`src/pkg/lvic_pkg.sv`:
```
// Constants for the low-voltage detector and interrupt control block.
// Assumes a core that reaches the registers as special data memory bytes.
package lvic_pkg;

    // ========================================================================
    // Register indices on the special data memory port
    localparam logic [2:0] ADDR_LVD_CTRL  = 3'h0;
    localparam logic [2:0] ADDR_INT_CTRL0 = 3'h1;
    localparam logic [2:0] ADDR_INT_CTRL1 = 3'h2;
    localparam logic [2:0] ADDR_INT_CTRL2 = 3'h3;
    localparam logic [2:0] ADDR_INT_CTRL3 = 3'h4;

    // ========================================================================
    // Low-voltage control register fields
    localparam int LVD_FLAG_BIT  = 5;
    localparam int LVD_EN_BIT    = 4;
    localparam int BG_BUF_BIT    = 3;
    localparam int THR_MSB       = 2;
    localparam int THR_LSB       = 0;
    localparam logic [7:0] LVD_WR_MASK  = 8'h1f;
    localparam logic [7:0] INTERRUPT_CONTROL_0_WR_MASK = 8'h7f;
    localparam logic [7:0] REG_RESET    = 8'h00;

    // ========================================================================
    // Interrupt control register fields
    localparam int GIE_BIT       = 0;
    localparam int C0_OVP_EN     = 1;
    localparam int C0_CMP1_EN    = 2;
    localparam int C0_PPG_EN     = 3;
    localparam int C0_OVP_FLAG   = 4;
    localparam int C0_CMP1_FLAG  = 5;
    localparam int C0_PPG_FLAG   = 6;
    localparam int EN_MSB        = 3;
    localparam int EN_LSB        = 0;
    localparam int FLAG_MSB      = 7;
    localparam int FLAG_LSB      = 4;

    // ========================================================================
    // Source numbering, index is also priority (0 highest)
    localparam int NUM_SRC      = 15;
    localparam int SRC_OVP      = 0;
    localparam int SRC_CMP1     = 1;
    localparam int SRC_CMP2     = 2;
    localparam int SRC_CMP3     = 3;
    localparam int SRC_PPG_GEN  = 4;
    localparam int SRC_PPG_TMR  = 5;
    localparam int SRC_PPG_CUT  = 6;
    localparam int SRC_PPG_RETR = 7;
    localparam int SRC_ADC      = 8;
    localparam int SRC_EEPROM   = 9;
    localparam int SRC_LVD      = 10;
    localparam int SRC_TMR0     = 11;
    localparam int SRC_TMR1     = 12;
    localparam int SRC_TMR2     = 13;
    localparam int SRC_I2C      = 14;

    // ========================================================================
    // Timing
    localparam int CLK_MHZ            = 25;
    localparam int LOW_SUPPLY_DLY_US  = 20;
    localparam int LOW_SUPPLY_DLY_CYC = LOW_SUPPLY_DLY_US * CLK_MHZ;

    // Detector states
    typedef enum logic [1:0] {
        DET_IDLE  = 2'b00,
        DET_WAIT  = 2'b01,
        DET_FIRED = 2'b10
    } lvic_det_type;

endpackage : lvic_pkg

```
`src/hw/lvic_top.sv`:
```
// Interrupt enable/flag registers and low-voltage detector control.
// Assumes the core issues single-cycle byte reads and writes on the
// special data port and pulses the acknowledge when it vectors.
//
// Functional notes
// - Three-bit threshold select picks one of eight levels, 2.0V to 4.0V.
// - Read-only low-supply flag, bit 5, is 1 while detector on and supply below threshold.
// - Bit 4 powers the detector at 1, switches it off at 0.
// - Bandgap on when enable bit 4 set (even in sleep), low-voltage reset on, or bit 3 set.
// - Bits 7 and 6 of low-voltage control always read zero.
// - Detector is forced off during sleep regardless of enable bit.
// - Low-supply irq flag set only after fixed delay following flag rising.
// - Set low-supply irq flag wakes from idle; a preset flag wakes at once.
// - Four byte registers; each source has its own flag and enable.
// - First register: flags in bits 6..4, enables 3..1, bit 7 zero.
// - Second register: comparator 3, 2, ADC, timer 0 flags and enables.
// - Third and fourth registers: EEPROM/timers/LVD and I2C/pulse sources.
// - A flag with its enable clear stays recorded and raises no interrupt.
// - Servicing clears global enable; new requests still set flags.
// - Servicing clears the serviced source's request flag.
// - Any set request flag wakes from sleep or idle, regardless of enables.
`timescale 1ns/1ps

module lvic_top #(
    parameter int DLY_CYC = lvic_pkg::LOW_SUPPLY_DLY_CYC
) (
    // Clock and reset
    input  wire logic        i_clk_sys,
    input  wire logic        i_nrst,
    // Special data memory port
    input  wire logic [2:0]  i_addr,
    input  wire logic        i_wr,
    input  wire logic [7:0]  i_wdata,
    output logic      [7:0]  o_rdata,
    // Peripheral event pulses, same clock
    input  wire logic [14:0] i_src_event,
    // Analog detector side
    input  wire logic        i_below_threshold,
    input  wire logic        i_lvr_enabled,
    input  wire logic        i_sleep,
    output logic             o_detector_power_on,
    output logic [2:0]       o_threshold_select,
    output logic             o_bandgap_on,
    // Core vectoring
    input  wire logic        i_ack,
    output logic             o_irq,
    output logic [3:0]       o_irq_id,
    output logic             o_wake
);

    // ========================================================================
    // Refuse delays that the 16-bit wait counter cannot count
    if (DLY_CYC < 32'h1 || DLY_CYC > 32'h0000ffff) begin : g_bad_dly
        $error("DLY_CYC out of range");
    end

    // ========================================================================
    // Registers
    logic [7:0]  lvd_ctrl_reg;
    logic [14:0] flag_reg;
    logic [14:0] en_reg;
    logic        gie_reg;
    logic        below_s1_reg;
    logic        below_s2_reg;
    logic        low_flag_reg;
    logic [15:0] dly_cnt_reg;
    lvic_pkg::lvic_det_type det_state_reg;
    logic [7:0]  rdata_reg;

    // Register select strobes
    wire wr_lvd = i_wr && (i_addr == lvic_pkg::ADDR_LVD_CTRL);
    wire wr_c0  = i_wr && (i_addr == lvic_pkg::ADDR_INT_CTRL0);
    wire wr_c1  = i_wr && (i_addr == lvic_pkg::ADDR_INT_CTRL1);
    wire wr_c2  = i_wr && (i_addr == lvic_pkg::ADDR_INT_CTRL2);
    wire wr_c3  = i_wr && (i_addr == lvic_pkg::ADDR_INT_CTRL3);

    // ========================================================================
    // Detector power and reference
    wire det_on = lvd_ctrl_reg[lvic_pkg::LVD_EN_BIT] && !i_sleep;
    assign o_detector_power_on = det_on;
    assign o_threshold_select  = lvd_ctrl_reg[lvic_pkg::THR_MSB:lvic_pkg::THR_LSB];
    assign o_bandgap_on = lvd_ctrl_reg[lvic_pkg::LVD_EN_BIT] || i_lvr_enabled
                        || lvd_ctrl_reg[lvic_pkg::BG_BUF_BIT];

    // Comparator output synchroniser
    always_ff @(posedge i_clk_sys) begin
        if (!i_nrst) begin
            below_s1_reg <= 1'b0;
            below_s2_reg <= 1'b0;
        end else begin
            below_s1_reg <= i_below_threshold;
            below_s2_reg <= below_s1_reg;
        end
    end

    // Low-supply flag, zero while detector is off
    wire low_flag_next = det_on && below_s2_reg;
    always_ff @(posedge i_clk_sys) begin
        if (!i_nrst) begin
            low_flag_reg <= 1'b0;
        end else begin
            low_flag_reg <= low_flag_next;
        end
    end

    // ========================================================================
    // Low-supply interrupt delay machine
    lvic_pkg::lvic_det_type det_state_next;
    logic [15:0] dly_cnt_next;
    logic        lvd_event;
    always_comb begin
        det_state_next = det_state_reg;
        dly_cnt_next   = dly_cnt_reg;
        lvd_event      = 1'b0;
        case (det_state_reg)
            lvic_pkg::DET_IDLE: begin
                dly_cnt_next = 16'h0000;
                if (low_flag_reg) begin
                    det_state_next = lvic_pkg::DET_WAIT;
                end
            end
            lvic_pkg::DET_WAIT: begin
                if (!low_flag_reg) begin
                    det_state_next = lvic_pkg::DET_IDLE;
                end else if (dly_cnt_reg == 16'(DLY_CYC - 1)) begin
                    lvd_event      = 1'b1;
                    det_state_next = lvic_pkg::DET_FIRED;
                end else begin
                    dly_cnt_next = dly_cnt_reg + 16'h0001;
                end
            end
            lvic_pkg::DET_FIRED: begin
                if (!low_flag_reg) begin
                    det_state_next = lvic_pkg::DET_IDLE;
                end
            end
            default: det_state_next = lvic_pkg::DET_IDLE;
        endcase
    end

    always_ff @(posedge i_clk_sys) begin
        if (!i_nrst) begin
            det_state_reg <= lvic_pkg::DET_IDLE;
            dly_cnt_reg   <= 16'h0000;
        end else begin
            det_state_reg <= det_state_next;
            dly_cnt_reg   <= dly_cnt_next;
        end
    end

    // ========================================================================
    // Register mapping helpers: flag and enable vectors per byte
    function automatic logic [7:0] pack4(input logic [3:0] f, input logic [3:0] e);
        pack4 = {f, e};
    endfunction : pack4

    // Byte images, flags high nibble, enables low nibble
    wire [7:0] img_c0 = {1'b0, flag_reg[lvic_pkg::SRC_PPG_GEN], flag_reg[lvic_pkg::SRC_CMP1],
                         flag_reg[lvic_pkg::SRC_OVP], en_reg[lvic_pkg::SRC_PPG_GEN],
                         en_reg[lvic_pkg::SRC_CMP1], en_reg[lvic_pkg::SRC_OVP], gie_reg};
    wire [7:0] img_c1 = pack4({flag_reg[lvic_pkg::SRC_CMP3], flag_reg[lvic_pkg::SRC_CMP2],
                               flag_reg[lvic_pkg::SRC_ADC], flag_reg[lvic_pkg::SRC_TMR0]},
                              {en_reg[lvic_pkg::SRC_CMP3], en_reg[lvic_pkg::SRC_CMP2],
                               en_reg[lvic_pkg::SRC_ADC], en_reg[lvic_pkg::SRC_TMR0]});
    wire [7:0] img_c2 = pack4({flag_reg[lvic_pkg::SRC_EEPROM], flag_reg[lvic_pkg::SRC_TMR2],
                               flag_reg[lvic_pkg::SRC_TMR1], flag_reg[lvic_pkg::SRC_LVD]},
                              {en_reg[lvic_pkg::SRC_EEPROM], en_reg[lvic_pkg::SRC_TMR2],
                               en_reg[lvic_pkg::SRC_TMR1], en_reg[lvic_pkg::SRC_LVD]});
    wire [7:0] img_c3 = pack4({flag_reg[lvic_pkg::SRC_I2C], flag_reg[lvic_pkg::SRC_PPG_RETR],
                               flag_reg[lvic_pkg::SRC_PPG_CUT], flag_reg[lvic_pkg::SRC_PPG_TMR]},
                              {en_reg[lvic_pkg::SRC_I2C], en_reg[lvic_pkg::SRC_PPG_RETR],
                               en_reg[lvic_pkg::SRC_PPG_CUT], en_reg[lvic_pkg::SRC_PPG_TMR]});

    // ========================================================================
    // Priority selection over pending enabled requests
    wire [14:0] pend = flag_reg & en_reg;
    logic [3:0] pick;
    logic       any_pend;
    always_comb begin
        pick     = 4'h0;
        any_pend = 1'b0;
        for (int i = lvic_pkg::NUM_SRC - 1; i >= 0; i--) begin
            if (pend[i]) begin
                pick     = 4'(i);
                any_pend = 1'b1;
            end
        end
    end

    // Request, vector and wake outputs
    assign o_irq    = gie_reg && any_pend;
    assign o_irq_id = pick;
    assign o_wake   = |flag_reg;
    wire   take     = o_irq && i_ack;

    // ========================================================================
    // Write data split into flag and enable nibbles
    wire [3:0] wr_flags   = i_wdata[lvic_pkg::FLAG_MSB:lvic_pkg::FLAG_LSB];
    wire [3:0] wr_enables = i_wdata[lvic_pkg::EN_MSB:lvic_pkg::EN_LSB];

    // Software write image of the flag and enable vectors
    logic [14:0] sw_flag;
    logic [14:0] sw_en;
    logic        sw_gie;
    always_comb begin
        sw_flag = flag_reg;
        sw_en   = en_reg;
        sw_gie  = gie_reg;
        if (wr_c0) begin
            sw_gie                           = i_wdata[lvic_pkg::GIE_BIT];
            sw_en[lvic_pkg::SRC_OVP]         = i_wdata[lvic_pkg::C0_OVP_EN];
            sw_en[lvic_pkg::SRC_CMP1]        = i_wdata[lvic_pkg::C0_CMP1_EN];
            sw_en[lvic_pkg::SRC_PPG_GEN]     = i_wdata[lvic_pkg::C0_PPG_EN];
            sw_flag[lvic_pkg::SRC_OVP]       = i_wdata[lvic_pkg::C0_OVP_FLAG];
            sw_flag[lvic_pkg::SRC_CMP1]      = i_wdata[lvic_pkg::C0_CMP1_FLAG];
            sw_flag[lvic_pkg::SRC_PPG_GEN]   = i_wdata[lvic_pkg::C0_PPG_FLAG];
        end
        if (wr_c1) begin
            {sw_en[lvic_pkg::SRC_CMP3], sw_en[lvic_pkg::SRC_CMP2],
             sw_en[lvic_pkg::SRC_ADC], sw_en[lvic_pkg::SRC_TMR0]}       = wr_enables;
            {sw_flag[lvic_pkg::SRC_CMP3], sw_flag[lvic_pkg::SRC_CMP2],
             sw_flag[lvic_pkg::SRC_ADC], sw_flag[lvic_pkg::SRC_TMR0]}   = wr_flags;
        end
        if (wr_c2) begin
            {sw_en[lvic_pkg::SRC_EEPROM], sw_en[lvic_pkg::SRC_TMR2],
             sw_en[lvic_pkg::SRC_TMR1], sw_en[lvic_pkg::SRC_LVD]}       = wr_enables;
            {sw_flag[lvic_pkg::SRC_EEPROM], sw_flag[lvic_pkg::SRC_TMR2],
             sw_flag[lvic_pkg::SRC_TMR1], sw_flag[lvic_pkg::SRC_LVD]}   = wr_flags;
        end
        if (wr_c3) begin
            {sw_en[lvic_pkg::SRC_I2C], sw_en[lvic_pkg::SRC_PPG_RETR],
             sw_en[lvic_pkg::SRC_PPG_CUT], sw_en[lvic_pkg::SRC_PPG_TMR]}     = wr_enables;
            {sw_flag[lvic_pkg::SRC_I2C], sw_flag[lvic_pkg::SRC_PPG_RETR],
             sw_flag[lvic_pkg::SRC_PPG_CUT], sw_flag[lvic_pkg::SRC_PPG_TMR]} = wr_flags;
        end
    end

    // Hardware sets win over software and service clears
    logic [14:0] hw_set;
    logic [14:0] svc_clr;
    always_comb begin
        hw_set = i_src_event;
        hw_set[lvic_pkg::SRC_LVD] = i_src_event[lvic_pkg::SRC_LVD] | lvd_event;
        svc_clr = 15'h0000;
        if (take) begin
            svc_clr[pick] = 1'b1;
        end
    end
    wire [14:0] flag_next = (sw_flag & ~svc_clr) | hw_set;
    wire        gie_next  = sw_gie && !take;

    // Flag, enable and global enable storage
    always_ff @(posedge i_clk_sys) begin
        if (!i_nrst) begin
            flag_reg <= 15'h0000;
            en_reg   <= 15'h0000;
            gie_reg  <= 1'b0;
        end else begin
            flag_reg <= flag_next;
            en_reg   <= sw_en;
            gie_reg  <= gie_next;
        end
    end

    // Low-voltage control register, flag bit is read-only
    always_ff @(posedge i_clk_sys) begin
        if (!i_nrst) begin
            lvd_ctrl_reg <= lvic_pkg::REG_RESET;
        end else if (wr_lvd) begin
            lvd_ctrl_reg <= i_wdata & lvic_pkg::LVD_WR_MASK;
        end
    end

    // ========================================================================
    // Read data, registered one cycle after address
    logic [7:0] rd_mux;
    always_comb begin
        case (i_addr)
            lvic_pkg::ADDR_LVD_CTRL: begin
                rd_mux = lvd_ctrl_reg & lvic_pkg::LVD_WR_MASK;
                rd_mux[lvic_pkg::LVD_FLAG_BIT] = low_flag_reg;
            end
            lvic_pkg::ADDR_INT_CTRL0: rd_mux = img_c0 & lvic_pkg::INTERRUPT_CONTROL_0_WR_MASK;
            lvic_pkg::ADDR_INT_CTRL1: rd_mux = img_c1;
            lvic_pkg::ADDR_INT_CTRL2: rd_mux = img_c2;
            lvic_pkg::ADDR_INT_CTRL3: rd_mux = img_c3;
            default:                  rd_mux = 8'h00;
        endcase
    end

    always_ff @(posedge i_clk_sys) begin
        if (!i_nrst) begin
            rdata_reg <= 8'h00;
        end else begin
            rdata_reg <= rd_mux;
        end
    end
    assign o_rdata = rdata_reg;

endmodule : lvic_top

```
`config.mk`:
```
export PLATFORM = sky130hd
export DESIGN_NAME = lvic_top
export DESIGN_NICKNAME = d
export VERILOG_FILES = /design/src/pkg/lvic_pkg.sv /design/src/hw/lvic_top.sv
export SDC_FILE = /design/constraint.sdc
export NUM_CORES = 1
export LEC_CHECK = 0
export BUFFER_PORTS_ARGS = -buffer_cell sky130_fd_sc_hd__buf_2
export CAP_MARGIN = 15
export CORE_MARGIN = 2
export CORE_UTILIZATION = 63
export CTS_BUF_LIST = sky130_fd_sc_hd__clkbuf_8
export DETAILED_ROUTE_END_ITERATION = 8
export PLACE_DENSITY_LB_ADDON = 0.05
export SETUP_SLACK_MARGIN = 0.1
export SKIP_CTS_REPAIR_TIMING = 1
export SLEW_MARGIN = 20
export SYNTH_ARGS = -nofsm -noshare
export SYNTH_HDL_FRONTEND = slang
export SYNTH_SLANG_ARGS = --single-unit
```
`constraint.sdc`:
```
create_clock -name i_clk_sys -period 3.55 [get_ports i_clk_sys]
set_input_delay 0.1775 -clock i_clk_sys [delete_from_list [all_inputs] [get_ports i_clk_sys]]
set_output_delay 0.1775 -clock i_clk_sys [all_outputs]
set_load 0.02 [all_outputs]
```
* After elaboration in Yosys (flattened, before gate mapping)
Index checks and enable logic that the tools add are counted.
Widths: inputs -> output; s select.
** Storage, ports and cells
- Flip-flop bits (word level) :: 65
- Bits in latches :: 0
- Memory bits (writable) :: 0
- Memory bits (read-only) :: 0
- Output and inout port bits :: 19
- Logic and storage cells :: 109
- Memories kept :: 0
** Operators by class
- Add/sub/neg operators :: 1
- Multipliers :: 0
- Divide/modulo/power cells :: 0
- $lt $le $gt $ge :: 2
- Eq/ne operators :: 12
- Shift-type cells :: 0
- Muxes and demuxes :: 55
- Bitwise gates (word level) :: 5
- Reductions and logical operators :: 21
** Operator list (count)
- $mux 4 :: 15
- $pmux 8 s5 :: 1
- $mux 16 :: 2
- $pmux 16 s2 :: 1
- $and 15x15->15 :: 2
- $mux 1 :: 24
- $add 16x1->16 const B :: 1
- $eq 16x9->1 const B :: 1
- $mux 2 :: 8
- $mux 15 :: 1
- $not 15->15 :: 1
- $or 15x15->15 :: 1
- $reduce_or 15->1 :: 1
- $logic_and 1x1->1 :: 11
- $ne 2x2->1 const B :: 4
- $eq 3x2->1 const B :: 2
- $pmux 2 s3 :: 1
- $reduce_and 3->1 :: 2
- $lt 4x5->1 const B :: 1
- $demux 1 s4 :: 1
- $ge 4x1->1 const B :: 1
- $eq 3x1->1 const B :: 1
- $eq 3x3->1 const B :: 1
- $logic_not 3->1 :: 1
- other kinds (9) :: 11

* Depth between registers and ports, before layout
Gate-level depths: netlist (run 1).
- Word-level depth :: 24
- Depth in mapped cells :: 7
- Depth with buffers taken out :: 7

* Worst setup path after synthesis (run 1)
Ideal clock, no wire load.
- Kind :: flip-flop to flip-flop
- From :: reg dly_cnt_reg[0]
- To :: reg dly_cnt_reg[5]
- Setup time :: 128 ps
- Arrival time :: 1610 ps
- Required time :: 3422 ps
- Setup slack :: 1813 ps
- Stages on the path, launching flop included :: 8
- Buffers on the path :: 0
- Period minus slack after synthesis :: 1737 ps
- Path through :: dfxtp_1 ha_1 nor4b_2 a41oi_4 o21ai_1 nor2_1 xnor2_1 nor2_1
** On the way
- Cells in the longest elaborated chain, start to end :: 4
- Elaborated cells on any way between the ends :: 7
- Those cells by class :: add/sub: 1; eq/ne: 2; mux: 3; reduce/logical: 1
** Ends and longest elaborated chain
- start: declaration :: line lvic_top.sv:66 : logic [15:0] dly_cnt_reg;
- start signal: assignment :: line lvic_top.sv:147 : dly_cnt_reg <= dly_cnt_next;
- $add 16x1->16 :: line lvic_top.sv:129 : dly_cnt_next = dly_cnt_reg + 16'h0001;
- $mux 16 :: line lvic_top.sv:125 : end else if (dly_cnt_reg == 16'(DLY_CYC - 1)) begin
- $mux 16 :: line lvic_top.sv:123 : if (!low_flag_reg) begin
- $pmux 16 s2 :: line lvic_top.sv:115 : case (det_state_reg)
Parallel ways exist; a longest one is shown, timed or not. The select of a mux whose other input is x is not followed.
A chain may end at the register's enable or synchronous reset.

* Worst setup path after layout (run 1)
- From :: reg flag_reg[9]
- To :: out o_irq_id[1]
** On the way
- Cells in the longest elaborated chain, start to end :: 11
** Ends and longest elaborated chain
- start: declaration :: line lvic_top.sv:60 : logic [14:0] flag_reg;
- start signal: assignment :: line lvic_top.sv:259 : flag_reg <= flag_next;
- $and 15x15->15 :: line lvic_top.sv:176 : wire [14:0] pend = flag_reg & en_reg;
- $mux 4 (10 in series) :: line lvic_top.sv:183 : if (pend[i]) begin
- end: declaration :: line lvic_top.sv:47 : output logic [3:0] o_irq_id,
Every way passes these cells.

==> impl_metrics.yaml, run 1 <==
pwr:
  power.internal_mw: 1.21
  power_frac_seq: 0.485
  powerDensity_nw_per_um2: 426
  ir_worst_vdd_v: 0.000335
  clkPwrFrac: 0.423
  swShare: 0.247
  p_switching_mw: 0.397
  pwr-share-comb: 0.092
  p_leak_nw: 1.47
setup_path:
  timing.rr.end: "dly_cnt_reg[5]$_SDFFE_PN0P_"
  critical_path.endpoint_type: "output pin"
  criticalPathCategory: "register to output pin"
  ff2ff_setup_slack_ps: 1430
  crit_slowest_cell: "a21boi_2"
  path_cells: "and2_1, a21oi_1, o2111ai_2, a21boi_2, buf_2"
  reg2regPathDepth: 7
  startpoint_type: "register"
  required_ps: 3370
  endpoint: "o_irq_id[1]"
  slowest_delay_ps: 450
  crit_family: "compound AO/OA/AOI/OAI gates"
  path_max_fanout: 11
  crit_path_start: "flag_reg[9]$_SDFF_PN0_"
  r2r_start: "dly_cnt_reg[0]$_SDFFE_PN0P_"
  cp_data_arrival_time_ps: 1990
  critPathBufInv: 1
  cp.depth: 5
global_route:
  antenna_found_initial: 0
  grt_usage: 0.305
  grt_max_degree: 37
  grt_pass1_vias: 2902
  grt_overflow_total: 0
  grt_first_pass_wirelength_um: 14000
logic_synthesis:
  syn-cell-area_um2: 3280
  synth-seq-cells: 65
  synthCells: 362
  synth_cell_type_count: 59
  yosys_warnings: 0
  seq_area_frac_synth: 0.396
  ys_async_sr_fraction: 0
  synth_area_leaders: "dfxtp_1 40%, mux2i_1 8.8%, nor2_1 6.5%, mux2_2 4.5%, a22oi_1 3.2%"
  avgSynthCellArea_um2: 9.07
  syn_nets: 396
  synth_top_cell_by_area: "dfxtp_1"
  yosysTopAreaCellShare: 0.396
  synth_edf_count: 0
  synth_ff_type: "dfxtp_1"
placement:
  dp_slack_ps: 1440
  portBuffers: 51
  dpl.hpwl_um: 6120
  place_congestion: 0.962
  place_inst: 468
cts:
  h-tree-depth: 3
  clock_latency_ps: 340
  path_clk_slew_ps: 70
  cts_tree: "built"
  root_buffer: "clkbuf_8"
  cts.sinks: 65
  max-clock-path-buffers: 2
  numCtsBuffers: 9
timing:
  period_minus_slack_ps: 2170
  worstMarginPinSlew_ps: 956
  worst_slack_ps: 1380
  fin_skew_ps: 6.65
  drv_slew: 0
  hold_viol: 0
  slew_headroom: 0.359
  fmax_ghz: 0.461
  tns_ps: 0
  layout_worst_path_cycle_share: 0.611
  rsz0062_at_grt: "no"
  finalSetupViolations: 0
routing:
  remaining_drc_errors: 0
  drtPass1Iterations: 5
  routedWlPerCell_um: 17.3
  drtIter0Drc: 196
  vias_per_cell: 6.23
  wl_met1_um: 3380
  wl_met2_um: 4160
  vias: 3017
  drtAntennaViolNets: 0
  highest_layer: "met4"
  wl_met3_um: 574
  routed_wl_um: 8360
die:
  core_area_um2: 5070
  initial_utilization: 0.647
  die-area_um2: 5800
  core.rowCount: 26
  ioPinCount: 52
  die_w_um: 76.2
  fp.dieH_um: 76.2
finish:
  diodes: 0
  syn_to_final_growth_pct: 14.7
  nets: 443
  final_layout_size_suffix_gt1_frac: 0.232
  largest_reg_flops: 16
  fin_cells: 484
job:
  maxCapViolCount: 0
run_status:
  status: "completed"
min_path:
  hold_class: "input pin to register"
per-layer routing:
| metal | track usage | vias to the layer above |
|---|---|---|
| met1 | 0.377 | 1424 |
| li1 | - | 1409 |
| met3 | 0.0723 | 34 |
| met2 | 0.513 | 150 |
| met5 | 0 | - |
| met4 | 0.125 | 0 |
worst min-delay path by stage:
| stage | start | end | depth (start not counted) |
|---|---|---|---|
| finish | i_src_event[11] | flag_reg[11]$_SDFF_PN0_ | 2 |
| global route | i_src_event[11] | flag_reg[11]$_SDFF_PN0_ | 2 |
| CTS | i_src_event[2] | flag_reg[2]$_SDFF_PN0_ | 2 |
| detailed placement | i_src_event[2] | flag_reg[2]$_SDFF_PN0_ | 2 |
| global placement | i_below_threshold | below_s1_reg$_SDFF_PN0_ | 2 |
| floorplan | i_ack | gie_reg$_SDFF_PN0_ | 1 |
through the flow:
stage	area [µm²]	total power, mW	hold WS, ps	utilization
after floorplan	3280	0.883	276	-
after global placement	3550	0.935	385	0.699
after detailed placement	3550	0.938	389	0.699
after CTS	3770	1.62	18.9	0.742
after global routing	3770	1.66	31.3	0.742
final	3770	1.60	40.0	0.742
cell usage after synthesis, types with 2 or more instances:
cell and number:
and2_1 6, inv_1 4, a31oi_1 7, a211oi_1 2, nor4_1 4, nor2_2 2
nand2_1 20, xnor2_1 7, xor2_1 5, buf_2 3, and3_1 6, nand3_1 8
buf_4 4, o21ai_0 9, nor3b_1 3, nand2b_1 3, o22a_1 5, nor3_1 5
a22o_1 2, mux2_2 13, nor2_1 57, nor4b_1 3, a21oi_1 18, or3_1 4
dfxtp_1 65, and4_1 2, mux2i_1 29, o21a_1 6, nor2b_1 7, o2111ai_2 2
nand4_1 3, clkbuf_1 8, a22oi_1 14
logic make-up after synthesis:
| group | Yosys count | synth area share |
|---|---|---|
| simple gates | 141 | 0.221 |
| compound gates | 78 | 0.174 |
| flops | 65 | 0.396 |
| mux | 43 | 0.140 |
| buf+inv | 22 | 0.0332 |
| xor+xnor | 12 | 0.0320 |
| fa+ha+maj | 1 | 0.00381 |
power by group through the flow:
stage / combinational (mW) / sequential, mW / clock, mW
floorplan: 0.0974 / 0.785 / 0
global placement: 0.142 / 0.793 / 0
detailed placement: 0.145 / 0.793 / 0
CTS: 0.145 / 0.777 / 0.697
global route: 0.162 / 0.780 / 0.721
finish: 0.147 / 0.779 / 0.679
cell type report:
class                   count  area (µm²)
repair buffers             52         263
multi-input cells         275        1870
clock buffers               9         124
fillers                   410        1310
flip-flops and latches     65        1300
inverters                   6        22.5
clock inverters             7        95.1
well taps                  70        87.6
cell usage in the layout, fill, tap and decap left out, types with 2 or more instances in the layout:
cell,instances
xor2_1,5
o21ai_0,9
clkinv_2,2
or3_1,4
nor2_1,57
and2_1,6
nand4_1,3
and4_1,2
buf_2,51
nand3_1,8
mux2i_1,29
a22o_1,2
and3_1,6
clkbuf_8,9
nor2b_1,7
a22oi_1,14
nand2_1,20
nor3_1,5
clkinv_4,2
o21a_1,6
nor3b_1,3
nor4b_1,3
o2111ai_2,2
a31oi_1,7
xnor2_1,7
a21oi_1,18
nor2_2,2
bufinv_16,2
a211oi_1,2
inv_1,4
nor4_1,4
nand2b_1,3
o22a_1,5
dfxtp_1,65
mux2_2,13
Power figures use the tool's default switching activity.
==> inputs of run 2 (changes only) <==
ABC_AREA = 1   (was not set)
CORE_UTILIZATION = 53   (was 63)
clock period = 1.87 ns   (was 3.55 ns; I/O delays follow)
==> run 2 against run 1 <==
Against the previous run:
- the flow now finishes with violations (negative hold slack)
- register-to-register slack worse by 1300 ps
- die area rose by 19%
- final cell count is 34% higher
- highest routed layer unchanged
- hold slack got worse by 60 ps
- count of clock-buffer cells in the layout is 1 higher
==> impl_metrics.yaml, run 2 <==
run_status:
  status: "finished, violations left"
  violations: "negative hold slack"
min_path:
  hold_class: "input pin to register"
  hold_start: "i_sleep"
  hold_depth: 4
  holdPathEnd: "low_flag_reg$_SDFF_PN0_"
setup_path:
  criticalPathCategory: "register to output pin"
  timing.rr.end: "dly_cnt_reg[13]$_SDFFE_PN0P_"
  critical_path.endpoint_type: "output pin"
  startpoint_type: "register"
  reg2regPathDepth: 12
  cp_data_arrival_time_ps: 1740
  required_ps: 1780
  path_max_fanout: 6
  ff2ff_setup_slack_ps: 130
  r2r_start: "dly_cnt_reg[1]$_SDFFE_PN0P_"
cts:
  cts.sinks: 65
  root_buffer: "clkbuf_8"
  cts_tree: "built"
  path_clk_slew_ps: 80
  clock_latency_ps: 360
  max-clock-path-buffers: 2
  numCtsBuffers: 9
  h-tree-depth: 3
die:
  die-area_um2: 6890
  die_w_um: 83.0
  core.rowCount: 28
  core_area_um2: 5990
  ioPinCount: 52
  fp.dieH_um: 83.0
  initial_utilization: 0.552
routing:
  drtPass1Iterations: 5
  routedWlPerCell_um: 14.2
  vias_per_cell: 5.34
  vias: 3453
  wl_met2_um: 3910
  wl_met3_um: 749
  wl_met1_um: 4330
  remaining_drc_errors: 0
  drtIter0Drc: 276
  highest_layer: "met4"
  routed_wl_um: 9200
  drtAntennaViolNets: 0
job:
  maxCapViolCount: 0
logic_synthesis:
  synth_edf_count: 0
  synth_ff_type: "dfxtp_1"
  syn_nets: 517
  synth-seq-cells: 65
  syn-cell-area_um2: 3310
  seq_area_frac_synth: 0.393
  yosys_warnings: 0
  ys_async_sr_fraction: 0
  synth_common_cells: "96 x nand2_1, 70 x inv_1, 65 x dfxtp_1"
  synth_cell_type_count: 35
  synth_area_leaders: "dfxtp_1 39%, nand2_1 11%, inv_1 7.9%, a21oi_1 7.6%, o21ai_0 5.9%"
  synth_most_common_cell: "nand2_1"
  synthCells: 483
  synth_top_cell_by_area: "dfxtp_1"
  yosysTopAreaCellShare: 0.393
  avgSynthCellArea_um2: 6.85
placement:
  dp_slack_ps: 34.4
  portBuffers: 51
  place_congestion: 0.893
  dpl.hpwl_um: 6450
  placed_area_um2: 3670
pwr:
  pwr-share-comb: 0.136
  power_frac_seq: 0.491
  clkPwrFrac: 0.373
  power.internal_mw: 2.12
  p_switching_mw: 0.883
  powerDensity_nw_per_um2: 703
  ir_worst_vdd_v: 0.000501
  p_leak_nw: 1.87
  swShare: 0.294
timing:
  period_minus_slack_ps: 1840
  fmax_ghz: 0.545
  drv_slew: 0
  fin_skew_ps: 8.07
  worstMarginPinSlew_ps: 576
  worst_slack_ps: 34.7
  hold_viol: 2
  whs_ps: -20.2
  layout_worst_path_cycle_share: 0.981
  slew_headroom: 0.616
  finalSetupViolations: 0
  rsz0062_at_grt: "yes"
finish:
  mostFrequentLayoutCell: "nand2_1"
  diodes: 0
  final_cell_mix: "89 x nand2_1, 69 x inv_1, 50 x dfxtp_1"
  final_layout_size_suffix_gt1_frac: 0.302
  largest_reg_flops: 16
  nets: 601
  syn_to_final_growth_pct: 29.1
  stdcell_area_um2: 4270
global_route:
  antenna_found_initial: 0
  grt_first_pass_wirelength_um: 14200
  grt_pass1_vias: 2942
  grt_max_degree: 31
  grt_overflow_total: 0
  grt_usage: 0.257
[run 2: cell count changes after synthesis, moves of 14 or more]
| cell | previous run | this run |
|---|---|---|
| nand2_1 | 20 | 96 |
| inv_1 | 4 | 70 |
| a21oi_1 | 18 | 50 |
| o21ai_0 | 9 | 39 |
| mux2i_1 | 29 | 0 |
| nor2_1 | 57 | 37 |
| a22oi_1 | 14 | 0 |
| inv_2 | 1 | 15 |
[run 2: per-layer routing]
metal / vias up / track usage
met5: - / 0
met4: 0 / 0.103
met3: 23 / 0.0517
met2: 142 / 0.375
met1: 1544 / 0.370
li1: 1744 / -
[run 2: worst max path at each step]
stage / from / endpoint / cells after the start
after floorplan: flag_reg[10]$_SDFF_PN0_ / flag_reg[7]$_SDFF_PN0_ / 10
after global placement: dly_cnt_reg[0]$_SDFFE_PN0P_ / dly_cnt_reg[12]$_SDFFE_PN0P_ / 13
after detailed placement: dly_cnt_reg[0]$_SDFFE_PN0P_ / dly_cnt_reg[12]$_SDFFE_PN0P_ / 13
after CTS: flag_reg[13]$_SDFF_PN0_ / o_irq_id[0] / 17
after global routing: flag_reg[13]$_SDFF_PN0_ / o_irq_id[0] / 17
final: en_reg[13]$_SDFFE_PN0P_ / o_irq_id[0] / 17
[run 2: stage by stage]
stage	instances	power [mW]	util	TNS (ps)	hold slack, ps
floorplan	483	1.70	-	0	191
global placement	607	1.82	0.613	0	274
detailed placement	607	1.82	0.613	0	278
CTS	623	2.92	0.643	-159	-89.3
global route	647	3.11	0.713	-123	11.6
finish	647	3.00	0.713	0	-20.2
[run 2: cells by family after synthesis]
logic type | count (synthesis) | share of synthesized area
XOR/XNOR | 1 | 0.00265
buffers and inverters | 96 | 0.113
AO/OA/AOI/OAI | 118 | 0.198
flip-flops | 65 | 0.393
adder cells (fa/ha/maj) | 1 | 0.00378
AND/OR/NAND/NOR | 202 | 0.290
[run 2: area by class of cell]
type	count	area, µm²
Multi-Input combinational cell	322	1810
Timing Repair Buffer	84	551
Tap cell	75	93.8
Inverter	85	319
Clock inverter	6	42.5
Fill cell	468	1720
Clock buffer	10	138
Sequential cell	65	1320
[run 2: power by group through the flow]
stage,clock network (mW),logic [mW],registers [mW]
2_1_floorplan,0,0.201,1.49
3_3_place_gp,0,0.319,1.50
3_5_place_dp,0,0.324,1.50
4_1_cts,1.12,0.326,1.47
5_1_grt,1.18,0.448,1.48
6_report,1.12,0.409,1.47
[run 2: critical path: stages, from the launching register on]
cell	delay, ps
dfxtp_2	370
nand2_2	70
inv_2	50
nand2_1	40
nand2_1	50
nand2_1	40
nand2_1	50
nand2_1	40
nand2_1	50
nand2_1	40
nand2_1	50
nand2_1	50
nand2_1	70
nand2_2	60
nand2_4	110
nand2_8	70
inv_2	50
buf_6	100
==> inputs of run 3 (changes only) <==
CAP_MARGIN = 40   (was 15)
CORE_ASPECT_RATIO = 0.75   (was not set)
==> run 3 against run 2 <==
Against the previous run:
- the run ends with negative hold slack, negative setup slack left
- clock power barely moved
- combinational power rose by 12%
- power rose by 1.6%
- wire length rose by 14%
- via count rose by 4.9%
- sequential cell count did not move
==> impl_metrics.yaml, run 3 (same netlist as run 2, synthesis figures left out) <==
finish:
  diodes: 0
  n_fill_cell: 468
  fin_util: 0.750
  final_cell_mix: "84 x nand2_1, 69 x inv_1, 47 x buf_2"
  multi_input_comb_area_um2: 1840
  nets: 616
  stdcell_area_um2: 4440
  syn_to_final_growth_pct: 34.2
  largest_reg_flops: 16
  mostFrequentLayoutCell: "nand2_1"
  final_layout_size_suffix_gt1_frac: 0.336
  ff_latch_area_um2: 1330
cts:
  clock_latency_ps: 360
  root_buffer: "clkbuf_8"
  cts_tree: "built"
  max-clock-path-buffers: 2
  h-tree-depth: 3
  numCtsBuffers: 9
  cts.sinks: 65
  path_clk_slew_ps: 70
routing:
  drtPass1Iterations: 5
  drtAntennaViolNets: 0
  vias: 3622
  routed_wl_um: 10500
  remaining_drc_errors: 0
  vias_per_cell: 5.45
  routedWlPerCell_um: 15.8
  drtIter0Drc: 382
die:
  core_area_um2: 5920
  fp.dieH_um: 72.4
  initial_utilization: 0.559
  ioPinCount: 52
  die-area_um2: 6890
  core.rowCount: 24
  die_w_um: 95.2
timing:
  period_minus_slack_ps: 1880
  drv_slew: 0
  hold_viol: 3
  whs_ps: -26.0
  worstMarginPinSlew_ps: 530
  layout_worst_path_cycle_share: 1.00
  fin_skew_ps: 10.1
  worst_slack_ps: -7.70
  rsz0062_at_grt: "yes"
  finalSetupViolations: 1
  fmax_ghz: 0.533
  slew_headroom: 0.646
pwr:
  powerDensity_nw_per_um2: 687
  p_leak_nw: 1.96
  ir_worst_vdd_v: 0.000633
global_route:
  grt_first_pass_wirelength_um: 15200
  grt_max_degree: 31
  grtUsageMet3: 0.106
  antenna_found_initial: 0
  busiest_layer: "met1"
  grt_pass1_vias: 3054
  grt_usage: 0.296
  grt_util_met1: 0.443
  grt_overflow_total: 0
  use_met2: 0.397
job:
  maxCapViolCount: 0
placement:
  place_congestion: 0.989
  dpl.hpwl_um: 7250
  portBuffers: 51
  placed_area_um2: 3720
setup_path:
  critical_path.endpoint_type: "output pin"
  criticalPathCategory: "register to output pin"
  required_ps: 1780
  path_max_fanout: 3
  cp_data_arrival_time_ps: 1780
  startpoint_type: "register"
run_status:
  violations: "negative hold slack, negative setup slack"
  status: "finished, violations left"
min_path:
  hold_class: "input pin to register"
[run 3: changes by cell type in the layout (fill, tap and decap cells not counted), sizes merged]
| cell | before | now |
|---|---|---|
| buf | 72 | 86 |
| dlygate4sd3 | 12 | 13 |
[run 3: worst max-delay path, stage by stage (launching register included)]
cell and delay [ps]:
dfxtp_2 350, nand2_2 70, inv_2 50, nand2_1 40, nand2_1 50, nand2_1 40
nand2_1 50, nand2_1 50, nand2_1 50, nand2_1 50, nand2_1 80, nand2_1 70
nand2_1 80, nand2_2 70, nand2_4 110, nand2_8 70, inv_4 60, buf_6 100
[run 3: layout make-up]
| class | instances | area share |
|---|---|---|
| Timing Repair Buffer | 99 | 0.151 |
| Clock inverter | 6 | 0.00959 |
| Tap cell | 78 | 0.0220 |
| Clock buffer | 10 | 0.0310 |
| Inverter | 85 | 0.0725 |
| Multi-Input combinational cell | 322 | 0.415 |
| Sequential cell | 65 | 0.299 |
[run 3: worst paths after layout]
| check | startpoint | endpoint | slack (ps) | cells after the start |
|---|---|---|---|---|
| worst max-delay path | flag_reg[13]$_SDFF_PN0_ | o_irq_id[0] | -8 | 17 |
| worst min register to register | below_s2_reg$_SDFF_PN0_ | low_flag_reg$_SDFF_PN0_ | 420 | 2 |
| worst min-delay path | i_sleep | low_flag_reg$_SDFF_PN0_ | -30 | 4 |
| worst max register to register | flag_reg[13]$_SDFF_PN0_ | flag_reg[9]$_SDFF_PN0_ | 10 | 12 |
[run 3: through the flow]
stage | TNS, ps | setup WS (ps) | hold WS, ps | power [mW] | std cells
after floorplan | 0 | 119 | 191 | 1.70 | 483
after global placement | 0 | 101 | 278 | 1.84 | 616
after detailed placement | 0 | 5.87 | 293 | 1.84 | 616
after CTS | -236 | -223 | -78.8 | 2.93 | 632
after global routing | -771 | -139 | 1.16 | 3.13 | 665
final | -7.70 | -7.70 | -26.0 | 3.05 | 665
[run 3: routing by layer]
metal,up-vias,share of wire
li1,1775,-
met1,1644,0.46
met2,183,0.42
met3,20,0.10
met4,0,0.015
met5,-,0
[run 3: report_power, final]
| group | switching (mW) | internal [mW] |
|---|---|---|
| registers | 0.0358 | 1.43 |
| logic | 0.272 | 0.186 |
| clock network | 0.603 | 0.518 |
| total | 0.911 | 2.14 |
